--- src/include/sso_pkg.sv ---
// Constants, register map and types for the step sequence output block.
// Contract
// - Mode-select low selects cumulative stepping (mode 1).
// - Mode-select high selects preset-pattern shifting (mode 2).
// - In mode 1 outputs one to seven advance on trigger rising edges, ascending.
// - In mode 1 each trigger turns on exactly one more selected output.
// - In mode 1, with all selected outputs on, next trigger clears all but output zero, restarting.
// - Output zero is on whenever no reset is active, independent of trigger, not configurable.
// - In mode 2 each output has a presettable value of zero or one.
// - In mode 2 the first trigger drives the stored preset pattern out.
// - In mode 2 each later trigger shifts the pattern one place right, cyclically.
// - An active reset input forces all eight outputs off.
// - Outputs three to seven are optional; outputs zero to two are always present.
// - Selecting an optional output also selects every lower output.
`default_nettype none

package sso_pkg;

	// ------------------------------------------------------------------
	// Widths.
	// ------------------------------------------------------------------
	localparam int SSO_OUT_W  = 8;
	localparam int SSO_IDX_W  = 3;
	localparam int SSO_ADDR_W = 4;
	localparam int SSO_DATA_W = 32;
	localparam int SSO_SYNC_W = 3;

	// ------------------------------------------------------------------
	// Register offsets (byte addresses, one word each).
	// ------------------------------------------------------------------
	localparam logic [SSO_ADDR_W-1:0] SSO_CTRL_OFS   = 4'h0;
	localparam logic [SSO_ADDR_W-1:0] SSO_PRESET_OFS = 4'h4;
	localparam logic [SSO_ADDR_W-1:0] SSO_STATUS_OFS = 4'h8;

	// ------------------------------------------------------------------
	// Field values and reset values.
	// ------------------------------------------------------------------
	localparam logic [SSO_IDX_W-1:0] SSO_TOP_MIN    = 3'h2;
	localparam logic [SSO_IDX_W-1:0] SSO_TOP_MAX    = 3'h7;
	localparam logic [SSO_IDX_W-1:0] SSO_TOP_RST    = 3'h7;
	localparam logic [SSO_IDX_W-1:0] SSO_STEP_RST   = 3'h0;
	localparam logic [SSO_OUT_W-1:0] SSO_PRESET_RST = 8'h01;
	localparam logic [SSO_OUT_W-1:0] SSO_OUT_OFF    = 8'h00;
	localparam logic [SSO_OUT_W-1:0] SSO_OUT0_BIT   = 8'h01;

	// Bit positions in the synchroniser bundle.
	localparam int SSO_SYNC_TRG  = 0;
	localparam int SSO_SYNC_MODE = 1;
	localparam int SSO_SYNC_RST  = 2;

	// Status word field positions.
	localparam int SSO_ST_MODE_BIT  = 8;
	localparam int SSO_ST_PHASE_BIT = 9;
	localparam int SSO_ST_STEP_LSB  = 12;

	// Mode 2 progress: waiting for the first trigger, or shifting.
	typedef enum logic [0:0] {
		SSO_ARMED    = 1'b0,
		SSO_SHIFTING = 1'b1
	} sso_phase_t;

endpackage : sso_pkg

`default_nettype wire

--- src/include/sso_sync_if.sv ---
// Bundle of raw inputs with their synchronised levels and rising edges.
`default_nettype none

interface sso_sync_if #(
	parameter int W = 3
);
	logic [W-1:0] async_in;	// Raw inputs from outside the clock domain.
	logic [W-1:0] level;	// Synchronised levels.
	logic [W-1:0] rise;	// One-cycle rising-edge pulses.

	modport sync (input async_in, output level, output rise);
	modport user (output async_in, input level, input rise);
endinterface : sso_sync_if

`default_nettype wire

--- src/hdl/sso_sync.sv ---
// Two-flop synchroniser with a rising-edge detector for each bit.
`default_nettype none

module sso_sync #(
	parameter int W = 3
) (
	input  wire logic core_clk,	// Block clock.
	input  wire logic rst,		// Asynchronous reset, active high.
	sso_sync_if.sync  sig		// Raw inputs in, level and edge out.
);
	logic [W-1:0] meta_reg;
	logic [W-1:0] stable_reg;
	logic [W-1:0] last_reg;

	// Two flops; only the second one is read by logic.
	always_ff @(posedge core_clk or posedge rst) begin
		if (rst) begin
			meta_reg   <= '0;
			stable_reg <= '0;
		end else begin
			meta_reg   <= sig.async_in;
			stable_reg <= meta_reg;
		end
	end

	// Delayed copy of the stable level for edge detection.
	always_ff @(posedge core_clk or posedge rst) begin
		if (rst) begin
			last_reg <= '0;
		end else begin
			last_reg <= stable_reg;
		end
	end

	// Level and edge outputs.
	assign sig.level = stable_reg;
	assign sig.rise  = stable_reg & ~last_reg;
endmodule : sso_sync

`default_nettype wire

--- src/hdl/sso_step_sequencer.sv ---
// Step sequencer with eight outputs, two modes and a small register port.
//
// Strobed register access and the placing of the registers were decided locally.
`default_nettype none

module sso_step_sequencer #(
	parameter int OUT_W = sso_pkg::SSO_OUT_W
) (
	input  wire logic                        core_clk,	// Block clock, 20 MHz.
	input  wire logic                        rst,		// Asynchronous reset, active high.
	input  wire logic                        trg_in,	// Trigger input.
	input  wire logic                        mode_in,	// Mode select: 0 stepping, 1 shifting.
	input  wire logic                        seq_rst_in,	// Sequencer reset input.
	input  wire logic [sso_pkg::SSO_ADDR_W-1:0] addr,	// Register address.
	input  wire logic [sso_pkg::SSO_DATA_W-1:0] wdata,	// Register write data.
	input  wire logic                        wr,		// Write strobe.
	input  wire logic                        rd,		// Read strobe.
	output var  logic [sso_pkg::SSO_DATA_W-1:0] rdata,	// Read data, cycle after rd.
	output var  logic [OUT_W-1:0]             step_out	// Sequencer outputs.
);
	// ------------------------------------------------------------------
	// Input synchronisation.
	// ------------------------------------------------------------------
	sso_sync_if #(.W(sso_pkg::SSO_SYNC_W)) sync_bus ();

	assign sync_bus.async_in = {seq_rst_in, mode_in, trg_in};

	sso_sync #(
		.W(sso_pkg::SSO_SYNC_W)
	) u_sync (
		.core_clk (core_clk),
		.rst      (rst),
		.sig      (sync_bus)
	);

	logic trg_rise;
	logic mode_lvl;
	logic hold_lvl;

	assign trg_rise = sync_bus.rise[sso_pkg::SSO_SYNC_TRG];
	assign mode_lvl = sync_bus.level[sso_pkg::SSO_SYNC_MODE];
	assign hold_lvl = sync_bus.level[sso_pkg::SSO_SYNC_RST];

	// ------------------------------------------------------------------
	// Configuration registers.
	// ------------------------------------------------------------------
	logic [sso_pkg::SSO_IDX_W-1:0] top_reg;
	logic [OUT_W-1:0]              preset_reg;
	logic [OUT_W-1:0]              sel_mask;
	logic [sso_pkg::SSO_IDX_W-1:0] top_wr;

	assign top_wr = wdata[sso_pkg::SSO_IDX_W-1:0];

	// Highest selected output; outputs zero to two are always selected.
	always_ff @(posedge core_clk or posedge rst) begin
		if (rst) begin
			top_reg <= sso_pkg::SSO_TOP_RST;
		end else if (wr && addr == sso_pkg::SSO_CTRL_OFS) begin
			top_reg <= (top_wr < sso_pkg::SSO_TOP_MIN) ? sso_pkg::SSO_TOP_MIN : top_wr;
		end
	end

	// Preset pattern, one bit per output.
	always_ff @(posedge core_clk or posedge rst) begin
		if (rst) begin
			preset_reg <= sso_pkg::SSO_PRESET_RST;
		end else if (wr && addr == sso_pkg::SSO_PRESET_OFS) begin
			preset_reg <= wdata[OUT_W-1:0];
		end
	end

	// Contiguous selection mask from output zero up to the top output.
	always_comb begin
		for (int i = 0; i < OUT_W; i++) begin
			sel_mask[i] = (i <= int'(top_reg));
		end
	end

	// ------------------------------------------------------------------
	// Sequencer state.
	// ------------------------------------------------------------------
	logic [sso_pkg::SSO_IDX_W-1:0] step_reg;
	logic [sso_pkg::SSO_IDX_W-1:0] step_next;
	logic [OUT_W-1:0]              pat_reg;
	logic [OUT_W-1:0]              pat_next;
	logic [OUT_W-1:0]              pat_rot;
	sso_pkg::sso_phase_t           phase_reg;
	sso_pkg::sso_phase_t           phase_next;
	logic                          mode_last_reg;
	logic                          mode_change;

	assign mode_change = (mode_lvl != mode_last_reg);

	// Previous mode, to restart the sequence when the mode changes.
	always_ff @(posedge core_clk or posedge rst) begin
		if (rst) begin
			mode_last_reg <= 1'b0;
		end else begin
			mode_last_reg <= mode_lvl;
		end
	end

	// Right rotation within the selected outputs: bit k moves to k+1.
	always_comb begin
		pat_rot = sso_pkg::SSO_OUT_OFF;
		for (int i = 1; i < OUT_W; i++) begin
			pat_rot[i] = pat_reg[i-1] & sel_mask[i];
		end
		pat_rot[0] = pat_reg[top_reg];
	end

	// Next-state logic for both modes.
	always_comb begin
		step_next  = step_reg;
		pat_next   = pat_reg;
		phase_next = phase_reg;
		if (hold_lvl || mode_change) begin
			step_next  = sso_pkg::SSO_STEP_RST;
			pat_next   = sso_pkg::SSO_OUT_OFF;
			phase_next = sso_pkg::SSO_ARMED;
		end else if (trg_rise) begin
			if (!mode_lvl) begin
				if (step_reg >= top_reg) begin
					step_next = sso_pkg::SSO_STEP_RST;
				end else begin
					step_next = step_reg + 3'h1;
				end
			end else begin
				unique case (phase_reg)
					sso_pkg::SSO_ARMED: begin
						pat_next   = preset_reg & sel_mask;
						phase_next = sso_pkg::SSO_SHIFTING;
					end
					sso_pkg::SSO_SHIFTING: begin
						pat_next = pat_rot;
					end
				endcase
			end
		end
	end

	// Step count for mode 1.
	always_ff @(posedge core_clk or posedge rst) begin
		if (rst) begin
			step_reg <= sso_pkg::SSO_STEP_RST;
		end else begin
			step_reg <= step_next;
		end
	end

	// Pattern and phase for mode 2.
	always_ff @(posedge core_clk or posedge rst) begin
		if (rst) begin
			pat_reg   <= sso_pkg::SSO_OUT_OFF;
			phase_reg <= sso_pkg::SSO_ARMED;
		end else begin
			pat_reg   <= pat_next;
			phase_reg <= phase_next;
		end
	end

	// ------------------------------------------------------------------
	// Output stage.
	// ------------------------------------------------------------------
	logic [OUT_W-1:0] out_next;

	// Mode 1 lights outputs one to step; mode 2 shows the pattern.
	always_comb begin
		out_next = sso_pkg::SSO_OUT_OFF;
		if (!mode_lvl) begin
			for (int i = 1; i < OUT_W; i++) begin
				out_next[i] = (i <= int'(step_next));
			end
		end else begin
			out_next = pat_next;
		end
		out_next = out_next | sso_pkg::SSO_OUT0_BIT;
		if (hold_lvl) begin
			out_next = sso_pkg::SSO_OUT_OFF;
		end
	end

	// Registered outputs.
	always_ff @(posedge core_clk or posedge rst) begin
		if (rst) begin
			step_out <= sso_pkg::SSO_OUT_OFF;
		end else begin
			step_out <= out_next;
		end
	end

	// ------------------------------------------------------------------
	// Register read port.
	// ------------------------------------------------------------------
	logic [sso_pkg::SSO_DATA_W-1:0] rd_word;

	// Read multiplexer; unmapped addresses read as zero.
	always_comb begin
		rd_word = '0;
		unique case (addr)
			sso_pkg::SSO_CTRL_OFS: begin
				rd_word[sso_pkg::SSO_IDX_W-1:0] = top_reg;
			end
			sso_pkg::SSO_PRESET_OFS: begin
				rd_word[OUT_W-1:0] = preset_reg;
			end
			sso_pkg::SSO_STATUS_OFS: begin
				rd_word[OUT_W-1:0] = step_out;
				rd_word[sso_pkg::SSO_ST_MODE_BIT] = mode_lvl;
				rd_word[sso_pkg::SSO_ST_PHASE_BIT] = phase_reg;
				rd_word[sso_pkg::SSO_ST_STEP_LSB +: sso_pkg::SSO_IDX_W] = step_reg;
			end
			default: begin
				rd_word = '0;
			end
		endcase
	end

	// Read data are valid only in the cycle after the read strobe.
	always_ff @(posedge core_clk or posedge rst) begin
		if (rst) begin
			rdata <= '0;
		end else if (rd) begin
			rdata <= rd_word;
		end else begin
			rdata <= '0;
		end
	end
endmodule : sso_step_sequencer

`default_nettype wire

--- config.mk ---
export PLATFORM = sky130hd
export DESIGN_NAME = sso_step_sequencer
export DESIGN_NICKNAME = d
export VERILOG_FILES = /design/src/include/sso_pkg.sv /design/src/include/sso_sync_if.sv /design/src/hdl/sso_sync.sv /design/src/hdl/sso_step_sequencer.sv
export SDC_FILE = /design/constraint.sdc
export NUM_CORES = 1
export LEC_CHECK = 0
export CAP_MARGIN = 5
export CELL_PAD_IN_SITES_DETAIL_PLACEMENT = 1
export CELL_PAD_IN_SITES_GLOBAL_PLACEMENT = 2
export CORE_ASPECT_RATIO = 0.7
export CORE_MARGIN = 1
export CORE_UTILIZATION = 38
export DETAILED_ROUTE_END_ITERATION = 6
export DONT_BUFFER_PORTS = 1
export MAX_ROUTING_LAYER = met4
export PLACE_DENSITY = 0.77
export SLEW_MARGIN = 25
export SYNTH_ARGS = -nofsm -noshare
export SYNTH_HDL_FRONTEND = slang
export SYNTH_SLANG_ARGS = --single-unit
--- constraint.sdc ---
create_clock -name core_clk -period 2.14 [get_ports core_clk]
set_input_delay 0.642 -clock core_clk [delete_from_list [all_inputs] [get_ports core_clk]]
set_output_delay 0.642 -clock core_clk [all_outputs]
set_load 0.05 [all_outputs]
## Word level (Yosys, flattened, before mapping)

Index checks and enable logic that the tools add are counted.

- Register bits: 71
- Input bits: 43
- Output and inout port bits: 40
- Word-level logic and storage cells: 72

- Add/subtract/negate cells: 1
- $lt $le $gt $ge: 17
- Eq/ne operators: 3
- Mux-type cells: 21
- Bitwise logic cells: 11
- Reduce and logical (&&, ||, !) cells: 7

Operators by type and width:

| cell | number |
|---|---|
| $mux 8 | 4 |
| $le 3x3->1 const A | 8 |
| $mux 3 | 6 |
| $pmux 8 s2 | 1 |
| $mux 15 | 1 |
| $le 2x3->1 const A | 4 |
| $pmux 5 s2 | 1 |
| $pmux 3 s3 | 1 |
| $and 1x1->1 | 8 |
| $and 8x8->8 | 1 |
| $mux 7 | 1 |
| $le 1x3->1 const A | 2 |
| $eq 4x3->1 const B | 1 |
| $eq 4x4->1 const B | 1 |
| $logic_not 4->1 | 1 |
| $lt 3x4->1 const B | 1 |
| $mux 1 | 4 |
| $reduce_bool 2->1 | 2 |
| $add 3x1->3 const B | 1 |
| $bmux 1 s3 | 1 |
| $ge 3x3->1 | 1 |
| $lt 3x2->1 const B | 1 |
| $logic_and 1x1->1 | 2 |
| $mux 2 | 1 |
| 4 further kinds | 5 |

## Logic depth before layout (Yosys ltp)

Gate-level depths: netlist of the first run.

- Word-level depth: 8
- Gate-level depth with buffers: 9
- Gate-level depth less buffers: 8

## Modules after synthesis

A second synthesis of the first run with hierarchy kept.

- Cells, all modules: 238
- Area total of the unflattened synthesis: 2642.5 µm²

By module, submodules not included:

| module | times used | cells each | area each (µm²) | sequential area each (µm²) |
|---|---|---|---|---|
| sso_step_sequencer | 1 | 225 | 2372.3 | 1131.1 |
| sso_sync | 1 | 13 | 270.3 | 225.2 |

## Worst setup path after synthesis of the first run

Ideal clock, no wire load.

- Path type: reg2reg
- From: reg top_reg[2] in the netlist's numbering
- To: reg step_out[7]
- Library setup time: 74 ps
- Data arrival time: 1879 ps
- Slack: 187 ps
- Cell stages (with the launch flop): 8
- Path buffers: 0
- Period minus slack after synthesis: 1953 ps
- Cell sequence: dfstp_2 inv_1 ha_1 a21oi_1 o2111ai_1 or2_1 a211o_1 o21ai_2

- Cells in the longest elaborated chain, start to end: 8
- Elaborated cells on any way between the ends: 15

RTL lines:

| item | line | text |
|---|---|---|
| from (decl) | sso_step_sequencer.sv:47 | `logic [sso_pkg::SSO_IDX_W-1:0] top_reg;` |
| from (signal assigned) | sso_step_sequencer.sv:57 | `top_reg <= sso_pkg::SSO_TOP_RST;` |
| from (signal assigned) | sso_step_sequencer.sv:59 | `top_reg <= (top_wr < sso_pkg::SSO_TOP_MIN) ? sso_pkg::SSO_TOP_MIN : top_wr;` |
| $ge 3x3->1 / $le 3x3->1 (equally long branches) | sso_step_sequencer.sv:123, sso_step_sequencer.sv:75 |  |
| $mux 3 (tied with other cells) | sso_step_sequencer.sv:123 | `if (step_reg >= top_reg) begin` |
| $mux 3 / $pmux 8 s2 (equally long branches) | sso_step_sequencer.sv:122, sso_step_sequencer.sv:129 |  |
| $mux 3 / $mux 8 (equally long branches) | sso_step_sequencer.sv:121, sso_step_sequencer.sv:122 |  |
| $mux 3 / $mux 8 (equally long branches) | sso_step_sequencer.sv:117, sso_step_sequencer.sv:121 |  |
| $le 3x3->1 / $mux 8 (equally long branches) | sso_step_sequencer.sv:172, sso_step_sequencer.sv:117 |  |
| $mux 7 (*) | sso_step_sequencer.sv:170 | `if (!mode_lvl) begin` |
| $mux 8 (*) | sso_step_sequencer.sv:178 | `if (hold_lvl) begin` |
| via out_next[7] | sso_step_sequencer.sv:165 | `logic [OUT_W-1:0] out_next;` |
| to (signal assigned) | sso_step_sequencer.sv:186 | `step_out <= sso_pkg::SSO_OUT_OFF;` |
| to (signal assigned) | sso_step_sequencer.sv:188 | `step_out <= out_next;` |
| to (decl) | sso_step_sequencer.sv:19 | `output var logic [OUT_W-1:0] step_out` |

The timed path passes the listed nets; every way through them passes the cells marked *. The select of a mux whose other input is x is not followed.
A chain may end at the register's enable or synchronous reset.

## Worst setup path in the final report of the first run

- From: reg top_reg[1] in the netlist's numbering
- To: reg step_out[2]

- Cells in the longest elaborated chain, start to end: 8
- Elaborated cells on any way between the ends: 15

RTL lines:

| item | line | text |
|---|---|---|
| $ge 3x3->1 | sso_step_sequencer.sv:123 |  |
| $mux 3 | sso_step_sequencer.sv:123 |  |
| $mux 3 | sso_step_sequencer.sv:122 | `if (!mode_lvl) begin` |
| $mux 3 | sso_step_sequencer.sv:121 | `end else if (trg_rise) begin` |
| $mux 3 | sso_step_sequencer.sv:117 | `if (hold_lvl \|\| mode_change) begin` |
| via step_next (one bit) | sso_step_sequencer.sv:83 | `logic [sso_pkg::SSO_IDX_W-1:0] step_next;` |
| $le 2x3->1 | sso_step_sequencer.sv:172 | `out_next[i] = (i <= int'(step_next));` |
| $mux 7 | sso_step_sequencer.sv:170 |  |
| $mux 8 | sso_step_sequencer.sv:178 |  |
| via out_next[2] | sso_step_sequencer.sv:165 |  |

The timed path passes the listed nets, and every way through them passes these cells. The select of a mux whose other input is x is not followed.

==> results of run 1 <==
power groups by stage:
stage	registers, W	clock network (W)	logic [W]
global placement	0.00115	0	0.000343
detailed placement	0.00116	0	0.000349
global route	0.00115	0.000645	0.000397
finish	0.00114	0.000588	0.000359
floorplan	0.00114	0	0.000296
CTS	0.00114	0.000610	0.000351
kinds of logic after synthesis:
family / count (synthesis) / synth area share, %
compound gates: 46 / 11.7
xor+xnor: 1 / 0.355
fa+ha+maj: 4 / 2.03
buf+inv: 36 / 8.93
flops: 52 / 53.0
mux: 22 / 9.95
other cells: 1 / 0.152
simple gates: 65 / 13.9
metal layers:
layer	wire length, um	part of all wire [%]
met2	2290	41
met1	2930	53
met4	50	0.90
met3	290	5.2
met5	0	0
cell usage after synthesis (all sizes together):
library cell | instances | area share (%)
dfrtp | 48 | 49
mux2i | 11 | 4.5
a22oi | 5 | 1.5
or2 | 1 | 0.25
buf | 24 | 7.1
nand3 | 4 | 1.0
conb | 1 | 0.15
a211oi | 2 | 0.61
o31a | 2 | 0.71
or3b | 1 | 0.36
nand3b | 1 | 0.46
nor3b | 2 | 1.1
o31ai | 2 | 0.61
a22o | 1 | 0.36
mux2 | 10 | 4.6
a221oi | 1 | 0.36
or4b | 1 | 0.41
nand2 | 14 | 2.1
o21ai | 8 | 1.8
and2 | 5 | 1.3
mux4 | 1 | 0.91
a211o | 1 | 0.36
dfstp | 4 | 4.3
xnor2 | 1 | 0.36
a311oi | 1 | 0.36
ha | 4 | 2.0
nor2b | 8 | 2.0
inv | 8 | 1.2
o2111ai | 2 | 0.71
a21boi | 1 | 0.30
nor3 | 6 | 1.2
clkbuf | 4 | 0.61
and3 | 1 | 0.25
or3 | 2 | 0.51
a21oi | 20 | 4.1
nor2 | 19 | 2.9
metrics by stage:
step	utilization, %	total power, W	setup slack [ns]
6_report	43.0	0.00209	0.127
5_1_grt	43.0	0.00219	0.0385
4_1_cts	42.2	0.00210	0.00206
3_5_place_dp	40.7	0.00151	-0.142
3_3_place_gp	40.7	0.00150	-0.135
2_1_floorplan	-	0.00143	0.187
final timing paths:
kind                               startpoint                  end  slack, ns  cells past startpoint
max reg2reg                        top_reg[1]          step_out[2]       0.13                      8
min                                       rst            rdata[14]       0.20                      1
min in group core_clk      u_sync.meta_reg[1]  u_sync.sig.level[1]       0.35                      0
min reg2reg                u_sync.meta_reg[1]  u_sync.sig.level[1]       0.35                      0
max in group asynchronous                 rst        preset_reg[0]       1.33                      2
max                                top_reg[1]          step_out[2]       0.13                      8
layout make-up:
| cell class | instances | share of cell area, % |
|---|---|---|
| timing repair buffer | 14 | 4.38 |
| multi-input combinational | 157 | 38.7 |
| clock buffer | 7 | 3.22 |
| tap | 78 | 3.63 |
| sequential | 52 | 48.6 |
| clock inverter | 1 | 0.280 |
| inverter | 8 | 1.12 |
cell usage in the layout, fill, tap and decap left out, types with 2 or more instances in the layout:
cell type	n
buf_4	13
a211oi_1	2
o21ai_0	6
mux2_2	10
dfstp_2	4
dfrtp_1	48
inv_2	2
nor2_1	19
nor2b_1	8
o31a_1	2
a22oi_1	5
inv_1	6
a21oi_1	19
conb_1	19
clkbuf_8	6
nand3_1	3
o31ai_1	2
ha_1	3
mux2i_1	11
or3_1	2
and2_1	5
nand2_1	14
o21ai_2	2
nor3_1	6
timing repair:
action                     4_1_cts  5_1_grt
pin swaps                        1        4
resized for setup                0        5
setup buffers                    0        2
setup endpoints to repair        1        6
cloned                           0        0
==> flow_summary.json, run 1 <==
{
  "hp-class": "in -> async",
  "clkTransAtPathRegs_ns": 0.10,
  "cts_buffers": 5,
  "drc": 2,
  "fin_crit_sh_pct": 94.1,
  "root_buffer": "clkbuf_8",
  "outcome": "finished, violations left",
  "die_y_um": 69.4,
  "drive_above_1_share_pct": 19.2,
  "place_area_um2": 2540,
  "cp-end-kind": "register",
  "tritoncts_num_sinks": 52,
  "slew_headroom_pct": 54.1,
  "synth-seq-cells": 52,
  "syn_avg_cell_area_um2": 10.9,
  "syn2layout_area_growth_pct": 8.93,
  "worstMarginPinSlew_ns": 0.688,
  "power_density_nw_per_um2": 777,
  "arrival_ns": 2.20,
  "critPathLaunchType": "register",
  "cts_tree": "yes",
  "n_antenna_cell": 0,
  "slowest_delay_ns": 0.54,
  "switching_share_pct": 30.5,
  "multi_input_area_um2": 1040,
  "clockPowerShare_pct": 28.2,
  "overflow": 0,
  "critPathKind": "reg -> reg",
  "rows": 24,
  "whs_ns": 0.204,
  "combPwrFrac_pct": 17.2,
  "critical_path.top_delay_family": "compound AO/OA/AOI/OAI gates",
  "pwr-share-seq_pct": 54.6,
  "use_met3_pct": 4.94,
  "grt_pass1_vias": 1653,
  "max_freq_ghz": 0.497,
  "largest-register": "rdata",
  "drv_cap": 0,
  "use_met2_pct": 23.8,
  "via_per_inst": 5.23,
  "violations": "DRC",
  "ctsHoldBuffers": 0,
  "gp_congestion": 0.814,
  "clk_latency_ns": 0.31,
  "fin_nets": 285,
  "setup_viol": 0,
  "core-area_um2": 6250,
  "fillers": 673,
  "cp_data_required_time_ns": 2.32,
  "avgRoutedWirePerCell_um": 17.5,
  "io_pins": 83,
  "p_switching_w": 0.000637,
  "start_util_pct": 39.5,
  "power_leakage_nw": 1.18,
  "finalHoldViolations": 0,
  "grt_pass1_wl_mm": 9.10,
  "synth_area_um2": 2460,
  "rsz0062_at_grt": "no",
  "path_max_fanout": 4,
  "hpwl_mm": 4.24,
  "ant_nets": 0,
  "regArea_um2": 1310,
  "wl_mm": 5.56,
  "finalMaxSlewViolations": 0,
  "synth_cells": 227,
  "netlist-cell-type-count": 44,
  "htreeDepth": 2,
  "fin_crit_ns": 2.01,
  "antenna_found_initial": 0,
  "largest_reg_flops": 13,
  "fin_area_um2": 2690,
  "dr.pass1.iters": 7,
  "dieWidth_um": 98.3,
  "yosysSeqAreaShare_pct": 53.0,
  "track_usage_pct": 18.3,
  "finalSetupTns_ns": 0,
  "grt_max_degree": 34,
  "path_buf_inv": 2,
  "cpMaxStageDelayCell": "dfstp_2",
  "dieArea_um2": 6820,
  "intPower_w": 0.00145,
  "ys_warn_count": 0,
  "ir_drop_v": 0.000325,
  "path_cells": "inv_1 -> ha_1 -> nand2_1 -> o21ai_0 -> o21ai_2 -> nand3_4 -> inv_2 -> o31a_1",
  "io_buffers": 0,
  "vias": 1659,
  "fin_cells": 317,
  "clock_skew_ns": 0.00959,
  "cts.path.max_buffers": 2,
  "met1_usage_pct": 27.7,
  "dp.cells": 307,
  "dr.first_iter.drc_count": 74,
  "busiest_layer": "met1"
}
No activity file was read; power rests on OpenSTA's default activity.
==> inputs of run 2 (changes only) <==
--- a/config.mk
+++ b/config.mk
@@ -5,16 +5,17 @@
 export SDC_FILE = /design/constraint.sdc
 export NUM_CORES = 1
 export LEC_CHECK = 0
+export ABC_AREA = 1
 export CAP_MARGIN = 5
 export CELL_PAD_IN_SITES_DETAIL_PLACEMENT = 1
 export CELL_PAD_IN_SITES_GLOBAL_PLACEMENT = 2
 export CORE_ASPECT_RATIO = 0.7
 export CORE_MARGIN = 1
-export CORE_UTILIZATION = 38
+export CORE_UTILIZATION = 35
 export DETAILED_ROUTE_END_ITERATION = 6
 export DONT_BUFFER_PORTS = 1
 export MAX_ROUTING_LAYER = met4
-export PLACE_DENSITY = 0.77
+export PLACE_DENSITY = 0.76
 export SLEW_MARGIN = 25
 export SYNTH_ARGS = -nofsm -noshare
 export SYNTH_HDL_FRONTEND = slang
==> run 2 against run 1 <==
  * The run now ends clean
  * Critical endpoint is now step_out[6]
  * Via count rose by 9.9%
  * Utilization fell by 4.1 points
  * Cell count rose by 25%
  * Synthesized cell count rose by 31%
  * Total power fell by 1.7%
  * Die area rose by 9.5%
==> flow_summary.json, run 2 <==
{
  "clkTransAtPathRegs_ns": 0.09,
  "critical_path.top_delay_family": "simple AND/OR/NAND/NOR gates",
  "cts_buffers": 5,
  "cts.path.max_buffers": 2,
  "path_buf_inv": 2,
  "place_area_um2": 2560,
  "ctsHoldBuffers": 0,
  "syn_avg_cell_area_um2": 8.39,
  "drv_cap": 0,
  "grt_max_degree": 34,
  "critPathKind": "reg -> reg",
  "core-area_um2": 6820,
  "netlist-cell-type-count": 29,
  "finalSetupTns_ns": 0,
  "slowest_delay_ns": 0.62,
  "outcome": "finished clean",
  "synthMostInstantiatedCell": "nand2_1",
  "regArea_um2": 1310,
  "clock_skew_ns": 0.00553,
  "io_buffers": 0,
  "post_cts_buffers": 0,
  "finalHoldViolations": 0,
  "max_freq_ghz": 0.515,
  "reg2reg_slack_ns": 0.20,
  "rsz0062_at_grt": "no",
  "critical_path_depth": 11,
  "synth_area_um2": 2490,
  "synth_ff_type": "dfrtp_1",
  "fillers": 842,
  "fin_util_pct": 38.8,
  "power_leakage_nw": 1.40,
  "cp_data_required_time_ns": 2.36,
  "power_density_nw_per_um2": 774,
  "fin_crit_ns": 1.94,
  "clk_latency_ns": 0.30,
  "n_antenna_cell": 0,
  "r2r-start": "top_reg[1]",
  "synth_cells": 297,
  "io_pins": 83,
  "overflow": 0,
  "path_common_cell": "nand2_1",
  "drive_above_1_share_pct": 9.24,
  "cts_resized": 0,
  "reg2reg_to": "step_out[6]",
  "root_buffer": "clkbuf_8",
  "reg2regPathDepth": 11,
  "path_max_fanout": 7,
  "multi_input_area_um2": 940,
  "yosysSeqAreaShare_pct": 52.4,
  "avgRoutedWirePerCell_um": 15.0,
  "dieWidth_um": 103,
  "cts_tree": "yes",
  "grt_pass1_wl_mm": 9.36,
  "dr.pass1.iters": 4,
  "yosys.area.top_type": "dfrtp_1",
  "final_common_cell": "nand2_1",
  "fin_crit_sh_pct": 90.7,
  "critPathLaunchType": "register",
  "fin_area_um2": 2650,
  "yosys.area.top_type_share_pct": 48.2,
  "netlist_top_cells_area": "dfrtp_1, nand2_1, buf_4",
  "endpoint": "step_out[6]",
  "grt_pass1_vias": 1798,
  "path_cells": "inv_1 -> ha_1 -> nand2_1 -> inv_1 -> nand2_1 -> nand2_1 -> nand2_1 -> nand2_4 -> nor2_4 -> nand3_1 -> o21ai_0",
  "synth_edf_count": 0,
  "vias": 1824,
  "syn2layout_area_growth_pct": 6.28,
  "cpMaxStageDelayCell": "dfstp_2",
  "rows": 25,
  "track_usage_pct": 17.5,
  "die_y_um": 72.6,
  "worstMarginPinSlew_ns": 0.550,
  "hp-class": "in -> async",
  "synth-seq-cells": 52,
  "htreeDepth": 2,
  "ant_nets": 0,
  "hpwl_mm": 4.63,
  "cp-end-kind": "register",
  "setup_viol": 0,
  "layout_common_cells": "nand2_1, dfrtp_1, inv_1, nor2_1, nand3_1",
  "antenna_found_initial": 0,
  "largest-register": "rdata",
  "via_per_inst": 4.59,
  "ir_drop_v": 0.000293,
  "drc": 0,
  "fin_cells": 397,
  "finalMaxSlewViolations": 0,
  "largest_reg_flops": 13,
  "slew_headroom_pct": 63.2,
  "startpoint": "top_reg[1]",
  "dieArea_um2": 7470,
  "wl_mm": 5.94,
  "ys_warn_count": 0,
  "async_flop_share_pct": 100,
  "start_util_pct": 36.6,
  "dr.first_iter.drc_count": 62,
  "fin_nets": 349,
  "arrival_ns": 2.17,
  "gp_congestion": 0.766,
  "synth_common_cells": "nand2_1, dfrtp_1, inv_1",
  "dp.cells": 389,
  "tritoncts_num_sinks": 52
}
[run 2: cell count changes after synthesis, sizes merged, moves of 8 or more]
cell / previous run / this run
nand2: 14 / 74
inv: 8 / 38
nand3: 4 / 24
mux2i: 11 / 0
nor2: 19 / 30
o21ai: 8 / 19
mux2: 10 / 0
nor2b: 8 / 0
[run 2: worst min-delay path by stage]
stage                            start                  end  slack (ns)  cells past startpoint
floorplan           u_sync.meta_reg[0]  u_sync.sig.level[0]        0.33                      0
global placement    u_sync.meta_reg[2]  u_sync.sig.level[2]        0.33                      0
detailed placement  u_sync.meta_reg[2]  u_sync.sig.level[2]        0.34                      0
CTS                                rst  u_sync.sig.level[2]        0.23                      1
global route                       rst  u_sync.sig.level[2]        0.25                      1
finish                             rst           pat_reg[0]        0.22                      1
[run 2: final cells by class]
type | instances | share of cell area [%]
clock buffer | 6 | 3.12
clock inverter | 2 | 0.378
inverter | 40 | 5.67
multi-input combinational | 199 | 35.5
sequential | 52 | 49.3
tap | 94 | 4.44
timing repair buffer | 4 | 1.61
[run 2: logic make-up (layout without fill, tap and decap cells)]
logic type                 count (synthesis)  in the layout  synth area share (%)
DFF                                       52             52                  52.4
and+or+nand+nor                          134            134                  23.2
AOI/OAI and AO/OA                         42             42                  9.64
adders and majority gates                  4              4                  2.01
buffers and inverters                     64             52                  12.6
other                                      1             19                 0.150
[run 2: metal layers]
layer  up-vias  part of all wire (%)  track usage [%]
li1        907                     -                -
met1       870                    53             24.9
met2        45                    42             25.4
met3         2                   4.5             4.12
met4         0                  0.42             3.29
met5         -                     0                -
[run 2: power breakdown]
part / internal [W] / switching, W
sequential: 0.00105 / 0.0000716
combinational: 0.0000886 / 0.000259
clock: 0.000259 / 0.000319
total: 0.00140 / 0.000649
[run 2: per-stage QoR]
step	worst slack [ns]	hold WS [ns]	power, W
after global routing	0.0451	0.251	0.00216
after detailed placement	0.208	0.340	0.00150
after CTS	0.186	0.232	0.00208
after floorplan	0.247	0.331	0.00143
after global placement	0.216	0.333	0.00149
final	0.199	0.222	0.00205
